### config.mk
export PLATFORM = sky130hd
export DESIGN_NAME = mem_cmd_sched_flat
export DESIGN_NICKNAME = d
export VERILOG_FILES = /design/src/include/rd_ap_pkg.sv /design/src/include/mem_cmd_if.sv /design/src/hw/mem_cmd_sched.sv /design/src/flat_wrapper.sv
export SDC_FILE = /design/constraint.sdc
export NUM_CORES = 1
export LEC_CHECK = 0
export ABC_AREA = 1
export BUFFER_PORTS_ARGS = -buffer_cell sky130_fd_sc_hd__buf_2
export CAP_MARGIN = 10
export CORE_MARGIN = 2
export CORE_UTILIZATION = 30
export DETAILED_ROUTE_END_ITERATION = 16
export SLEW_MARGIN = 30
export SYNTH_ARGS = -nofsm -noshare
export SYNTH_HDL_FRONTEND = slang
export SYNTH_SLANG_ARGS = --single-unit
### constraint.sdc
create_clock -name clk_i -period 3.35 [get_ports clk_i]
set_clock_uncertainty 0.2 [all_clocks]
set_input_delay 0.1675 -clock clk_i [delete_from_list [all_inputs] [get_ports clk_i]]
set_output_delay 0.1675 -clock clk_i [all_outputs]
set_load 0.02 [all_outputs]
### src/include/rd_ap_pkg.sv
// Purpose: shared constants and types for the read/auto-precharge timing pair
// Assumes: one command per clock on a 100 MHz command clock
// Notes: times are held in picoseconds so fractional nanoseconds stay exact
package rd_ap_pkg;

  // ************************************************************
  // clock and core times
  // ************************************************************
  localparam int TCK_PS = 10000;
  localparam int TRAS_PS = 40000;
  localparam int TRTP_PS = 7500;
  localparam int TRP_PS = 15000;
  localparam int TRCD_PS = 15000;

  // least times round up to whole cycles
  localparam int TRAS_CYC = (TRAS_PS + TCK_PS - 1) / TCK_PS;
  localparam int TRTP_CYC = (TRTP_PS + TCK_PS - 1) / TCK_PS;
  localparam int TRP_CYC = (TRP_PS + TCK_PS - 1) / TCK_PS;
  localparam int TRCD_CYC = (TRCD_PS + TCK_PS - 1) / TCK_PS;
  localparam int RTP_RP_CYC = (TRTP_PS + TRP_PS + TCK_PS - 1) / TCK_PS;
  localparam int RTP_MIN_CYC = (TRTP_CYC > 2) ? TRTP_CYC : 2;

  // ************************************************************
  // default geometry and latencies
  // ************************************************************
  localparam int AL_DEF = 1;
  localparam int CL_DEF = 3;
  localparam int BL_DEF = 4;
  localparam int NBANK = 8;
  localparam int BA_W = 3;
  localparam int DW_DEF = 16;
  localparam int CW = 6;
  localparam int WR_EXTRA_CYC = 2;
  localparam int PREFETCH_CYC = 2;

  typedef enum logic [2:0] {
    CMD_NOP,
    CMD_ACT,
    CMD_RD,
    CMD_WR,
    CMD_PRE
  } cmd_t;

endpackage : rd_ap_pkg

### src/include/mem_cmd_if.sv
// Purpose: command and read-data wires between controller and memory model
// Assumes: both ends share clk_i; no tri-state on this link
// Notes: a10 high with a read selects auto precharge
`timescale 1ns/10ps
interface mem_cmd_if
  import rd_ap_pkg::*;
#(
  parameter int DW = DW_DEF
);
  cmd_t cmd;
  logic [BA_W-1:0] bank;
  logic a10;
  logic rd_valid;
  logic [DW-1:0] rd_data;

  modport ctrl (output cmd, output bank, output a10, input rd_valid, input rd_data);
  modport dev (input cmd, input bank, input a10, output rd_valid, output rd_data);
endinterface : mem_cmd_if

### src/hw/mem_cmd_sched.sv
// Purpose: controller end that spaces commands for per-bank read timing
// Assumes: one request taken per clock; commands leave one clock after acceptance
// Notes: requests that would break a spacing are held with req_ready_o low
//
// Function
// [RULE_01] A10 high with READ selects auto precharge
// [RULE_02] internal precharge starts AL plus BL/2 later
// [RULE_03] precharge postponed until tRAS and tRTP met
// [RULE_04] tRP counts from actual internal precharge start
// [RULE_05] BL4: activate after AL plus ceil(tRTP+tRP)
// [RULE_06] BL8: activate after AL+2 plus ceil(tRTP+tRP)
// [RULE_07] round tRTP+tRP quotient up, never truncate
// [RULE_08] precharge not before two clocks after prefetch
// [RULE_09] other banks keep working during auto precharge
// [RULE_10] read to other bank after BL/2 clocks
// [RULE_11] write to other bank after BL/2+2 clocks
// [RULE_12] precharge or activate other bank after one clock
// [RULE_13] explicit precharge waits for row-active time
// [RULE_14] read-to-precharge spacing AL+BL/2-2+max(tRTP,2)
// [RULE_15] first read data after AL plus CL
// [RULE_16] no read interruption; spacing keeps bursts whole
// [RULE_17] per-bank counters gate activate and precharge
// [RULE_18] bank countdown armed by read, released when met
`timescale 1ns/10ps
module mem_cmd_sched
  import rd_ap_pkg::*;
#(
  parameter int AL = AL_DEF,
  parameter int CL = CL_DEF,
  parameter int BL = BL_DEF,
  parameter int DW = DW_DEF
) (
  input wire logic clk_i,
  input wire logic rst_b_i,
  input wire logic ce_i,
  input wire logic req_valid_i,
  input wire cmd_t req_kind_i,
  input wire logic [BA_W-1:0] req_bank_i,
  input wire logic req_ap_i,
  output logic req_ready_o,
  output logic [NBANK-1:0] row_open_o,
  output logic rd_valid_o,
  output logic [DW-1:0] rd_data_o,
  mem_cmd_if.ctrl mem
);

  // ************************************************************
  // spacing loads, each is the least spacing minus one
  // ************************************************************
  localparam logic [CW-1:0] RAS_LD = CW'(TRAS_CYC - 1);
  localparam logic [CW-1:0] RCD_LD = CW'(TRCD_CYC - 1);
  localparam logic [CW-1:0] RP_LD = CW'(TRP_CYC - 1);
  localparam logic [CW-1:0] RD2PRE_LD = CW'(AL + BL / 2 - PREFETCH_CYC + RTP_MIN_CYC - 1);
  // internal precharge never starts before prefetch plus two, so tRP may outlast the rounded sum
  localparam int ACT_GAP = (RTP_RP_CYC > RTP_MIN_CYC + TRP_CYC) ? RTP_RP_CYC : RTP_MIN_CYC + TRP_CYC;
  localparam logic [CW-1:0] RDA2ACT_LD = CW'(AL + BL / 2 - PREFETCH_CYC + ACT_GAP - 1);
  localparam logic [CW-1:0] RD2RD_LD = CW'(BL / 2 - 1);
  localparam logic [CW-1:0] RD2WR_LD = CW'(BL / 2 + WR_EXTRA_CYC - 1);

  if (BL != 4 && BL != 8) $error("burst length must be 4 or 8");
  if (AL + BL / 2 + RTP_RP_CYC >= (1 << CW)) $error("counter width too small for spacing");

  logic take;
  logic [NBANK-1:0] ok_vec;

  assign take = req_valid_i & req_ready_o & ce_i;

  // ************************************************************
  // per-bank timers
  // ************************************************************
  for (genvar b = 0; b < NBANK; b++) begin : g_bank
    logic open_q, open_d;
    logic [CW-1:0] ras_q, ras_d, rcd_q, rcd_d, rd2pre_q, rd2pre_d, act_q, act_d;
    logic mine;

    always_comb begin
      mine = take && (req_bank_i == BA_W'(b));
      open_d = open_q;
      ras_d = (ras_q != '0) ? ras_q - 1'b1 : ras_q;
      rcd_d = (rcd_q != '0) ? rcd_q - 1'b1 : rcd_q;
      rd2pre_d = (rd2pre_q != '0) ? rd2pre_q - 1'b1 : rd2pre_q;
      act_d = (act_q != '0) ? act_q - 1'b1 : act_q;
      if (mine) begin
        case (req_kind_i)
          CMD_ACT: begin
            open_d = 1'b1;
            ras_d = RAS_LD; // RULE_17
            rcd_d = RCD_LD;
          end
          CMD_RD: begin
            if (req_ap_i) begin
              open_d = 1'b0; // RULE_01
              act_d = RDA2ACT_LD; // RULE_05 RULE_06 RULE_07
            end else begin
              rd2pre_d = RD2PRE_LD; // RULE_14
            end
          end
          CMD_PRE: begin
            open_d = 1'b0;
            act_d = RP_LD;
          end
          default: open_d = open_q;
        endcase
      end
    end

    always_ff @(posedge clk_i or negedge rst_b_i) begin
      if (!rst_b_i) begin
        open_q <= 1'b0;
        ras_q <= '0;
        rcd_q <= '0;
        rd2pre_q <= '0;
        act_q <= '0;
      end else if (ce_i) begin
        open_q <= open_d;
        ras_q <= ras_d;
        rcd_q <= rcd_d;
        rd2pre_q <= rd2pre_d;
        act_q <= act_d;
      end
    end

    // bank-local readiness for the request kind now offered
    always_comb begin
      case (req_kind_i)
        CMD_ACT: ok_vec[b] = !open_q && act_q == '0; // RULE_05 RULE_06
        CMD_RD: ok_vec[b] = open_q && rcd_q == '0;
        CMD_WR: ok_vec[b] = open_q && rcd_q == '0;
        CMD_PRE: ok_vec[b] = ras_q == '0 && rd2pre_q == '0; // RULE_13 RULE_14
        default: ok_vec[b] = 1'b1;
      endcase
    end

    assign row_open_o[b] = open_q;
  end

  // ************************************************************
  // device-wide column spacing after a read
  // ************************************************************
  logic [CW-1:0] rd_gap_q, rd_gap_d, wr_gap_q, wr_gap_d;

  always_comb begin
    rd_gap_d = (rd_gap_q != '0) ? rd_gap_q - 1'b1 : rd_gap_q;
    wr_gap_d = (wr_gap_q != '0) ? wr_gap_q - 1'b1 : wr_gap_q;
    if (take && req_kind_i == CMD_RD) begin
      rd_gap_d = RD2RD_LD; // RULE_10 RULE_16
      wr_gap_d = RD2WR_LD; // RULE_11
    end
  end

  always_ff @(posedge clk_i or negedge rst_b_i) begin
    if (!rst_b_i) begin
      rd_gap_q <= '0;
      wr_gap_q <= '0;
    end else if (ce_i) begin
      rd_gap_q <= rd_gap_d;
      wr_gap_q <= wr_gap_d;
    end
  end

  // ************************************************************
  // acceptance
  // ************************************************************
  always_comb begin
    case (req_kind_i)
      CMD_RD: req_ready_o = ok_vec[req_bank_i] && rd_gap_q == '0; // RULE_10 RULE_16
      CMD_WR: req_ready_o = ok_vec[req_bank_i] && wr_gap_q == '0 && rd_gap_q == '0; // RULE_11
      CMD_ACT: req_ready_o = ok_vec[req_bank_i]; // RULE_12
      CMD_PRE: req_ready_o = ok_vec[req_bank_i]; // RULE_12
      default: req_ready_o = 1'b0;
    endcase
  end

  // ************************************************************
  // registered command drive and read capture
  // ************************************************************
  cmd_t cmd_q, cmd_d;
  logic [BA_W-1:0] bank_q, bank_d;
  logic a10_q, a10_d;
  logic rv_q, rv_d;
  logic [DW-1:0] rdat_q, rdat_d;

  always_comb begin
    cmd_d = take ? req_kind_i : CMD_NOP;
    bank_d = take ? req_bank_i : bank_q;
    a10_d = take ? (req_ap_i && req_kind_i == CMD_RD) : 1'b0;
    rv_d = mem.rd_valid;
    rdat_d = mem.rd_valid ? mem.rd_data : rdat_q;
  end

  always_ff @(posedge clk_i or negedge rst_b_i) begin
    if (!rst_b_i) begin
      cmd_q <= CMD_NOP;
      bank_q <= '0;
      a10_q <= 1'b0;
      rv_q <= 1'b0;
      rdat_q <= '0;
    end else if (ce_i) begin
      cmd_q <= cmd_d;
      bank_q <= bank_d;
      a10_q <= a10_d;
      rv_q <= rv_d;
      rdat_q <= rdat_d;
    end
  end

  assign mem.cmd = cmd_q;
  assign mem.bank = bank_q;
  assign mem.a10 = a10_q;
  assign rd_valid_o = rv_q;
  assign rd_data_o = rdat_q;

endmodule : mem_cmd_sched

### src/flat_wrapper.sv
// flat-port wrapper written by rule: the top's interface ports become plain ports
module mem_cmd_sched_flat import rd_ap_pkg::*;
#(
  parameter int AL = AL_DEF,
  parameter int CL = CL_DEF,
  parameter int BL = BL_DEF,
  parameter int DW = DW_DEF
)
  (clk_i, rst_b_i, ce_i, req_valid_i, req_kind_i, req_bank_i, req_ap_i, req_ready_o, row_open_o, rd_valid_o, rd_data_o, mem_cmd, mem_bank, mem_a10, mem_rd_valid, mem_rd_data);
  mem_cmd_if #(.DW(DW)) mem_i ();
  input wire logic clk_i;
  input wire logic rst_b_i;
  input wire logic ce_i;
  input wire logic req_valid_i;
  input wire cmd_t req_kind_i;
  input wire logic [BA_W-1:0] req_bank_i;
  input wire logic req_ap_i;
  output logic req_ready_o;
  output logic [NBANK-1:0] row_open_o;
  output logic rd_valid_o;
  output logic [DW-1:0] rd_data_o;
  output wire logic [$bits(mem_i.cmd)-1:0] mem_cmd;
  output wire logic [$bits(mem_i.bank)-1:0] mem_bank;
  output wire logic [$bits(mem_i.a10)-1:0] mem_a10;
  input wire logic [$bits(mem_i.rd_valid)-1:0] mem_rd_valid;
  input wire logic [$bits(mem_i.rd_data)-1:0] mem_rd_data;
  assign mem_cmd = mem_i.cmd;
  assign mem_bank = mem_i.bank;
  assign mem_a10 = mem_i.a10;
  assign mem_i.rd_valid = mem_rd_valid;
  assign mem_i.rd_data = mem_rd_data;
  mem_cmd_sched #(.AL(AL), .CL(CL), .BL(BL), .DW(DW)) u_core (.clk_i(clk_i), .rst_b_i(rst_b_i), .ce_i(ce_i), .req_valid_i(req_valid_i), .req_kind_i(req_kind_i), .req_bank_i(req_bank_i), .req_ap_i(req_ap_i), .req_ready_o(req_ready_o), .row_open_o(row_open_o), .rd_valid_o(rd_valid_o), .rd_data_o(rd_data_o), .mem(mem_i));
endmodule
-- After elaboration in Yosys (flattened, before gate mapping)
Index checks and enable logic that the tools add are counted.
- register bits after elaboration: 236
- input bits: 28
- output and inout bits: 33
- logic and storage cells: 358
- add/subtract/negate cells: 34
- magnitude comparators: 1
- equal/unequal tests: 12
- muxes and demuxes: 131
- bitwise operators: 2
- reduce and logical (&&, ||, !) cells: 131
- operators by type and width (cell ; count):
    6-bit two-way mux ; 108
    6-bit zero test ; 34
    6-bit nonzero test ; 34
    6-bit by 1-bit subtractor with 6-bit output (second input constant) ; 34
    6-bit one-hot mux with 2 select lines ; 8
    1-bit logical AND ; 37
    4-bit AND reduction ; 8
    1-bit one-hot mux with 3 select lines ; 10
    3-bit equality test (second input constant) ; 5
    3-bit by 2-bit equality test with 1-bit output (second input constant) ; 4
    1-bit zero test ; 8
    2-bit AND reduction ; 4
    3-bit by 1-bit equality test with 1-bit output (second input constant) ; 2
    3-bit by 4-bit less-than comparator with 1-bit output (second input constant) ; 1
    2-bit nonzero test ; 2
    2-bit OR reduction ; 2
    1-bit binary-select mux with 3-bit select ; 1
    3-bit zero test ; 1
    1-bit two-way mux ; 3
    3-bit two-way mux ; 1
    3-bit nonzero test ; 1
    1-bit AND ; 2
    2-bit inequality test (second input constant) ; 1

-- Longest topological paths before layout
Gate-level depths: netlist (run 1).
- depth after elaboration: 13
- depth in mapped cells: 20
- gate-level depth less buffers: 19

-- Worst setup path before layout (run 1)
OpenSTA, ideal clock, no wires.
- kind: register -> register
- start: reg u_core.g_bank[5].act_q[0]
- end: reg u_core.g_bank[1].rcd_q[1]
- library setup time: 117 ps
- data arrival time: 2406 ps
- slack: 627 ps
- cell stages (with the launch flop): 19
- path buffers: 1
- period minus slack after synthesis: 2723 ps
- cell sequence: dfrtp_1 inv_1 ha_1 inv_1 nor2_1 nand3b_1 nor2_1 nor2_1 nand3_1 nand2_1 nor2_1 nor2_1 nor2_4 nand2_4 nor2_8 nand3_1 buf_2 nand2_1 nand2_1
- cells in the longest elaborated chain, start to end: 12
- ends and longest elaborated chain (what ; line ; source):
    start, declared ; mem_cmd_sched.sv:73 ; logic [CW-1:0] ras_q, ras_d, rcd_q, rcd_d, rd2pre_q, rd2pre_d, act_q, act_d;
    start signal, assigned ; mem_cmd_sched.sv:119 ; act_q <= act_d;
    6-bit zero test * ; mem_cmd_sched.sv:126 ; CMD_ACT: ok_vec[b] = !open_q && act_q == '0;
    1-bit logical AND * ; mem_cmd_sched.sv:126 ;
    1-bit one-hot mux with 3 select lines * ; mem_cmd_sched.sv:125 ; case (req_kind_i)
    1-bit binary-select mux with 3-bit select * ; -- ;
    1-bit two-way mux (implied by the code) * ; -- ;
    1-bit logical AND (2 in a row) ; mem_cmd_sched.sv:167 ; CMD_WR: req_ready_o = ok_vec[req_bank_i] && wr_gap_q == '0 && rd_gap_q == '0;
    1-bit one-hot mux with 3 select lines * ; mem_cmd_sched.sv:165 ; case (req_kind_i)
    via req_ready_o ; flat_wrapper.sv:18 ; output logic req_ready_o;
    1-bit AND * (2 in a row) ; mem_cmd_sched.sv:66 ; assign take = req_valid_i & req_ready_o & ce_i;
    1-bit logical AND * ; mem_cmd_sched.sv:77 ; mine = take && (req_bank_i == BA_W'(b));
    6-bit two-way mux * ; mem_cmd_sched.sv:83 ; if (mine) begin
    end signal, assigned ; mem_cmd_sched.sv:117 ; rcd_q <= rcd_d;
    end, declared ; mem_cmd_sched.sv:73 ;
The timed path passes the listed nets; every way through them passes the cells marked *. The select of a mux whose other input is x is not followed.
A chain may end at the register's enable or synchronous reset.

-- Worst setup path after layout (run 1)
- start: reg u_core.g_bank[7].act_q[0]
- end: out req_ready_o
- cells in the longest elaborated chain, start to end: 8
- ends and longest elaborated chain (what ; line):
    start, declared ; mem_cmd_sched.sv:73
    start signal, assigned ; mem_cmd_sched.sv:119
    6-bit zero test * ; mem_cmd_sched.sv:126
    1-bit logical AND * ; mem_cmd_sched.sv:126
    1-bit one-hot mux with 3 select lines * ; mem_cmd_sched.sv:125
    1-bit binary-select mux with 3-bit select * ; --
    1-bit two-way mux (implied by the code) * ; --
    1-bit logical AND (2 in a row) ; mem_cmd_sched.sv:167
    1-bit one-hot mux with 3 select lines * ; mem_cmd_sched.sv:165
    end, declared ; flat_wrapper.sv:18
Mark *: on every way between the ends. The rest lies on a longest branch, timed or not. The select of a mux whose other input is x is not followed.

==> metrics, run 1 <==
fraction of registers with async set/reset=1.00; grt ovf=0; DRC viols=0; layer with the highest usage=met2; DR pass1 iterations=5; Setup CP Type=reg2out; outcome=completed; max cap viols=0; Global Route met2 Usage=0.234; register bit total from synthesis=236; width of the die=between 200 and 250 um; DR vias/cell=~4.7; share of the synthesized area in the top cell type=0.415; clk slew on worst S/H paths=about 60 ps; htree depth=1; Gate Count Post-Synth=between 1,500 and 2,000; critical path buffer and inverter count=6; Initial Util=0.305; Root Driver=clkbuf_16; crit end category=output port; maximum net fanout on the critical path=9; Synth cell types=36; Synth area leader=dfrtp_1; cts bufs inserted=29; delay-heaviest family, CP=simple AND/OR/NAND/NOR gates; # diodes=0; Clock Sink Count=236; drt wl/cell=roughly 13 um; mapped cell area=between 10,000 and 15,000 um^2; worst stage delay on the critical path=approximately 380 ps; Total GRT Usage=0.142; Vias=roughly 13,000; die area=around 49,000 um^2; final critical-path share of the clock period=0.923; largest net degree at the start of global routing=90; layout cells sized above 1=0.103; final setup fails=0; Worst-Skew Late Latency=560 ps; crit start category=flop; Ports=61; Synth Flop Type=dfrtp_1; global-route wire length before repair=59.1 mm; Max Slew Vio Count=0; Area contributors post-synth=dfrtp_1 41%, nand2_1 17%, nor2_1 6.3%; Mapped Nets=2,035; Placer Congestion=between 0.8 and 0.9; register area share after synthesis=0.415; final hold vios=0; synth warn=0; PortBufs=60; top cells by count, synth=663 x nand2_1, 238 x nor2_1, 236 x dfrtp_1; Worst Tran Pin Value=~730 ps; Worst path slowest cell=dfrtp_1; Global Route met3 Usage=0.0258; HP Class=in2async; Final Util=0.357; die height=between 200 and 250 um; pwr/cell area=roughly 860 nW/um^2; GR Util met1=0.193; CTS tree=done; Routed Antenna Nets=0; initial antenna violation count=0; vias in the first global route=roughly 12,000; CP required=roughly 3000 ps; Rel. slew slack=0.514; post-route setup TNS=0 ps; Pleak=0.00862 uW; core area=roughly 47,000 um^2; Max VDD drop=about 0.38 mV; final WL=around 35 mm; post-synthesis average cell area=7.23 um^2; cell mode on critical path=inv_1; crit path DAT=2720 ps; worst-case clock buffer depth=3; count leader, synth=nand2_1; post-DP HPWL=roughly 24 mm; fillers=approximately 4,800; Tmin final=around 3100 ps; NumNets Final=about 2,100; Initial DRC Count=~790; RSZ-0062 raised after global routing=false; EDFF count, synth=0; Fmax=323 MHz; row cnt=around 80; worst path cell trace=inv_1 -> ha_1 -> inv_1 -> nor2_4 -> nand3_2 -> inv_1 -> nand2_1 -> nand2_1 -> nand2_1 -> nand3_1 -> inv_1 -> nor2_1 -> nor2_1 -> nor2_4 -> buf_4 -> buf_4; Area Growth Syn to Fin=17.0%
==> repair_timing <==
item | in CTS | in global routing
endpoints found under the hold margin | 149 | 0
hold buffers | 25 | 0
setup buffers | 0 | 3
resized for setup | 0 | 18
endpoints found under the setup margin | 0 | 16
==> routing by layer <==
layer / up-vias / share of wire
met1: 5872 / 0.47
li1: 6367 / -
met2: 267 / 0.46
met3: 48 / 0.053
met5: - / 0
met4: 0 / 0.021
==> final timing paths <==
kind,from,endpoint,slack [ps],depth (start not counted)
worst max-delay path,u_core.g_bank[7].act_q[0]$_DFFE_PN0P_,req_ready_o,260,16
worst min-delay path,rst_b_i,u_core.rd_data_o[13]$_DFFE_PN0P_,20,2
worst max register to register,u_core.g_bank[4].act_q[0]$_DFFE_PN0P_,u_core.wr_gap_q[1]$_DFFE_PN0P_,420,17
worst min register to register,u_core.rd_gap_q[5]$_DFFE_PN0P_,u_core.rd_gap_q[5]$_DFFE_PN0P_,270,1
max in group asynchronous,rst_b_i,u_core.g_bank[5].rcd_q[2]$_DFFE_PN0P_,2090,3
min in group clk_i,req_bank_i[2],u_core.g_bank[6].act_q[4]$_DFFE_PN0P_,90,4
==> registers in the layout, summed over array words and instances, names as in the netlist, 3 cells and up <==
register                cells
u_core.g_bank.act_q        48
u_core.mem.bank             3
u_core.g_bank.open_q        8
u_core.rd_gap_q             6
u_core.g_bank.rcd_q        48
u_core.wr_gap_q             6
u_core.g_bank.rd2pre_q     48
u_core.rd_data_o           16
u_core.g_bank.ras_q        48
u_core.mem.cmd              3
==> stage by stage <==
stage	std cells	instance area, um^2	power, uW	hold slack, ps	worst slack (ps)
after global placement	2609	15300	10800	43.1	362
after detailed placement	2609	15300	11000	41.8	351
final	2690	16700	14400	16.9	258
after CTS	2687	16600	14400	22.8	81.4
after global routing	2690	16700	15900	60.6	23.4
after floorplan	1971	14200	9750	-328	627
==> logic make-up (layout without fill, tap and decap cells) <==
logic type	count (synthesis)	after routing	share of synthesized area
muxes	16	16	0.0126
AOI/OAI and AO/OA	145	145	0.0556
adders and majority gates	36	36	0.0316
and+or+nand+nor	1143	1143	0.335
xor gates and xnor gates	123	123	0.0756
DFF	236	236	0.415
buffers and inverters	272	384	0.0753
==> placed cells by master, fill, tap and decap left out, types with 6 or more instances in the layout <==
master	netlist	layout
a211oi_1	10	10
a21boi_0	8	8
a21oi_1	46	46
buf_2	11	57
buf_4	10	37
clkbuf_16	0	29
clkinv_2	0	10
dfrtp_1	236	236
dlygate4sd3_1	0	25
ha_1	36	36
inv_1	203	203
mux2_2	16	16
nand2_1	663	663
nand3_1	121	117
nand3b_1	11	11
nand4_1	40	40
nor2_1	238	233
nor3_1	36	31
nor3_2	1	6
o21ai_0	73	72
or2_2	21	21
xnor2_1	33	33
xor2_1	90	90
==> worst register-to-register path: stages, from the launching register on <==
cell,delay (ps)
dfrtp_1,380
inv_1,120
ha_1,180
nand2_1,90
nor2_1,360
nand3_1,120
nand3_1,130
nand2_1,80
nand2_1,80
nor2_1,50
nand2_1,60
nand3_1,80
nor2_1,180
nand2_1,200
nand2_1,320
inv_1,70
nand2_1,60
nand3_1,60
==> where the power goes <==
part           internal [uW]  switching, uW
sequential              4040           1090
combinational           2530           3460
clock                   2000           1290
==> area by class of cell <==
| cell class | instances | area [um^2] | share of cell area |
|---|---|---|---|
| Multi-Input combinational cell | 1463 | 7330 | 0.440 |
| Sequential cell | 236 | 5910 | 0.354 |
| Timing Repair Buffer | 123 | 888 | 0.0533 |
| Clock buffer | 36 | 802 | 0.0481 |
| Inverter | 208 | 786 | 0.0471 |
| Tap cell | 607 | 759 | 0.0456 |
| Clock inverter | 17 | 195 | 0.0117 |
Note: power is estimated with default switching activity, not from simulation.
==> run 2, diff against run 1 <==
ABC_AREA = 0   (was 1)
SLEW_MARGIN = 5   (was 30)
==> run 2 against run 1 <==
  * The run now ends with negative hold slack, negative setup slack left
  * Design area rose by 12%
  * Highest routed layer is now met5
  * Power fell by 14%
  * Sequential power fell by 12%
  * Synthesized cell count fell by 23%
  * Non-clock buffer count rose by 184
  * Setup slack got worse by 340 ps
  * Worst hold slack got worse by 30 ps
  * Critical endpoint is now u_core.g_bank[7].act_q[2]$_DFFE_PN0P_
  * Via count rose by 2.6%
==> metrics, run 2 <==
Initial Util=0.304 (-0.000938); delay-heaviest family, CP=simple AND/OR/NAND/NOR gates; htree depth=1 (unchanged); drt wl/cell=16.4 um (+26%); commonest cells after routing, fill and taps aside=236 x dfrtp_1, 185 x buf_4, 114 x nand2_1, 102 x inv_1, 87 x nor2_1; worst setup margin=-77.1 ps (-335 ps); Synth cell types=77 (+110%); register bit total from synthesis=236 (unchanged); largest net degree at the start of global routing=125 (+39%); core area=45,300 um^2 (-3.1%); Area Growth Syn to Fin=36.0%; register area share after synthesis=0.429 (+0.0148); DR vias/cell=5.34 (+14%); global-route wire length before repair=63.3 mm (+7.0%); vias in the first global route=12,311 (+2.0%); failing checks=negative hold slack, negative setup slack; Vias=12,882 (+2.6%); fraction of registers with async set/reset=1.00 (unchanged); die area=47,600 um^2 (-3.4%); maximum net fanout on the critical path=7 (-2); post-synthesis average cell area=9.01 um^2 (+25%); Tmin final=3430 ps (+335 ps); worst stage delay on the critical path=480 ps (+100 ps); worst path cell trace=inv_2 -> ha_4 -> or4b_4 -> nor4_4 -> nor4_4 -> o311ai_4 -> a31oi_4 -> buf_6 -> buf_12 -> buf_8 -> nor3_4 -> buf_4 -> buf_6 -> nand3_4 -> o221a_4; final WL=39.5 mm (+13%); Inst Count DP=2,288 (-12%); Synth Flop Type=dfrtp_1; Pleak=0.00784 uW (-9.0%); Total GRT Usage=0.161 (+0.0187); crit path DAT=3670 ps (+950 ps); HP Class=in2async; layout cells sized above 1=0.298 (+0.195); clk slew on worst S/H paths=60 ps (about the same); width of the die=218 um (-1.7%); critical path buffer and inverter count=6 (unchanged); final hold vios=6 (+6); NumNets Final=1,854 (-13%); initial antenna violation count=3 (+3); Worst path slowest cell=or4b_4; pwr/cell area=664 nW/um^2 (-23%); final critical-path share of the clock period=1.02 (+0.100); commonest non-fill, non-tap cell in the layout=dfrtp_1; outcome=finished, violations left; EDFF count, synth=0 (unchanged); DR pass1 iterations=5 (unchanged); Placer Congestion=0.858 (+3.1%); row cnt=78 (-1.3%); crit end category=flop; final setup fails=20 (+20); post-route insts no fill=2,414 (-10%); Ports=61 (unchanged); Fmax=292 MHz (-9.8%); CP required=3590 ps (+610 ps); Root Driver=clkbuf_16; synth warn=0 (unchanged); Worst Tran Pin Value=958 ps (+232 ps); Final Util=0.413 (+0.0568); Initial DRC Count=845 (+7.1%); Worst-Skew Late Latency=560 ps (about the same); fillers=4,391 (-8.2%); post-DP HPWL=25.9 mm (+9.4%); cts bufs inserted=29 (unchanged); setup slack, reg-to-reg=-80 ps (-500 ps); top cells by count, synth=236 x dfrtp_1, 119 x nand2_1, 114 x inv_1; DRC viols=0 (unchanged); Gate Count Post-Synth=1,527 (-23%); max cap viols=0 (unchanged); Area contributors post-synth=dfrtp_1 43%, o21ai_0 3.5%, ha_1 3.3%; CTS tree=done; Synth area leader=dfrtp_1; Max Slew Vio Count=0 (unchanged); crit start category=flop; PortBufs=60 (unchanged); grt ovf=0 (unchanged); Rel. slew slack=0.361 (-0.153); RSZ-0062 raised after global routing=true; Setup CP Type=reg2reg; Routed Antenna Nets=0 (unchanged); share of the synthesized area in the top cell type=0.429 (+0.0148); Clock Sink Count=236 (unchanged); mapped cell area=13,800 um^2 (-3.4%); die height=218 um (-1.7%); worst-case clock buffer depth=3 (unchanged); count leader, synth=dfrtp_1; Hold Slack=-12.9 ps (-29.8 ps); Mapped Nets=1,591 (-22%); Max VDD drop=0.476 mV (+26%)
## run 2: changes by cell type in the layout (fill, tap and decap cells not counted), sizes merged, moves of 52 or more
cell and delta:
or3 +61, nor2 -147, inv -93, nand2 -545, buf +186, nor4 +52, xor2 -88, nand3 -72
## run 2: cell families after synthesis
family,count (synthesis),share of synthesized area
adders and majority gates,36,0.0327
muxes,16,0.0131
DFF,236,0.429
and+or+nand+nor,668,0.270
buffers and inverters,189,0.0557
AOI/OAI and AO/OA,351,0.179
xor gates and xnor gates,31,0.0197
## run 2: area by class of cell
cell class | instances | area (um^2) | share of cell area
clock inverters | 15 | 288 | 0.0154
well taps | 600 | 751 | 0.0401
diodes | 2 | 5.00 | 0.000267
inverters | 114 | 433 | 0.0231
multi-input cells | 1102 | 8100 | 0.433
flip-flops and latches | 236 | 5910 | 0.316
clock buffers | 38 | 790 | 0.0422
repair buffers | 307 | 2440 | 0.130
## run 2: worst reg2reg max path, stage by stage (launching register included)
cell and delay, ps:
dfrtp_1 390, inv_2 80, ha_4 130, or4b_4 480
nor4_4 280, nor4_4 110, o311ai_4 350, a31oi_4 80
buf_6 180, buf_12 150, buf_8 120, nor3_4 260
buf_4 170, buf_6 130, nand3_4 80, o221a_4 130
## run 2: repair_timing
action                                 4_1_cts  5_1_grt
endpoints found under the hold margin      185        0
setup endpoints to repair                  115      153
buffers inserted                            13       37
hold buffers                                23        0
pin swaps                                   20       66
resized for setup                           54      225
cloned                                       2        1
## run 2: report_power, final
group          internal (uW)  leakage (uW)  switching, uW  total [uW]
clock                   2270      0.000520           1280        3550
sequential              3760       0.00261            776        4540
combinational           2250       0.00471           2110        4350
## run 2: metal layers
metal,track usage,up-vias,part of all wire
li1,-,6165,-
met1,0.215,6338,0.44
met2,0.270,293,0.48
met3,0.0238,84,0.054
met4,0.0447,2,0.025
met5,0,-,0.00025
## run 2: worst paths after layout
kind / from / endpoint / depth (start not counted)
max: u_core.g_bank[5].rd2pre_q[0]$_DFFE_PN0P_ / u_core.g_bank[7].act_q[2]$_DFFE_PN0P_ / 15
min: rst_b_i / u_core.g_bank[3].rcd_q[3]$_DFFE_PN0P_ / 2
max reg2reg: u_core.g_bank[5].rd2pre_q[0]$_DFFE_PN0P_ / u_core.g_bank[7].act_q[2]$_DFFE_PN0P_ / 15
min reg2reg: u_core.rd_gap_q[3]$_DFFE_PN0P_ / u_core.rd_gap_q[3]$_DFFE_PN0P_ / 1
max in group asynchronous: rst_b_i / u_core.g_bank[6].ras_q[1]$_DFFE_PN0P_ / 3
min in group clk_i: req_bank_i[0] / u_core.g_bank[0].act_q[2]$_DFFE_PN0P_ / 5
## run 2: per-stage QoR
stage | setup TNS (ps) | total power [uW] | instance area [um^2] | worst slack, ps | hold slack [ps]
finish | -745 | 12400 | 18700 | -77.1 | -12.9
CTS | -221 | 12000 | 17500 | -56.2 | 11.6
global route | -5670 | 13300 | 18700 | -179 | 21.2
floorplan | 0 | 6960 | 13800 | 3.54 | -328
detailed placement | -7560 | 8290 | 15900 | -217 | -6.97
global placement | -1970 | 8100 | 15900 | -131 | -2.96
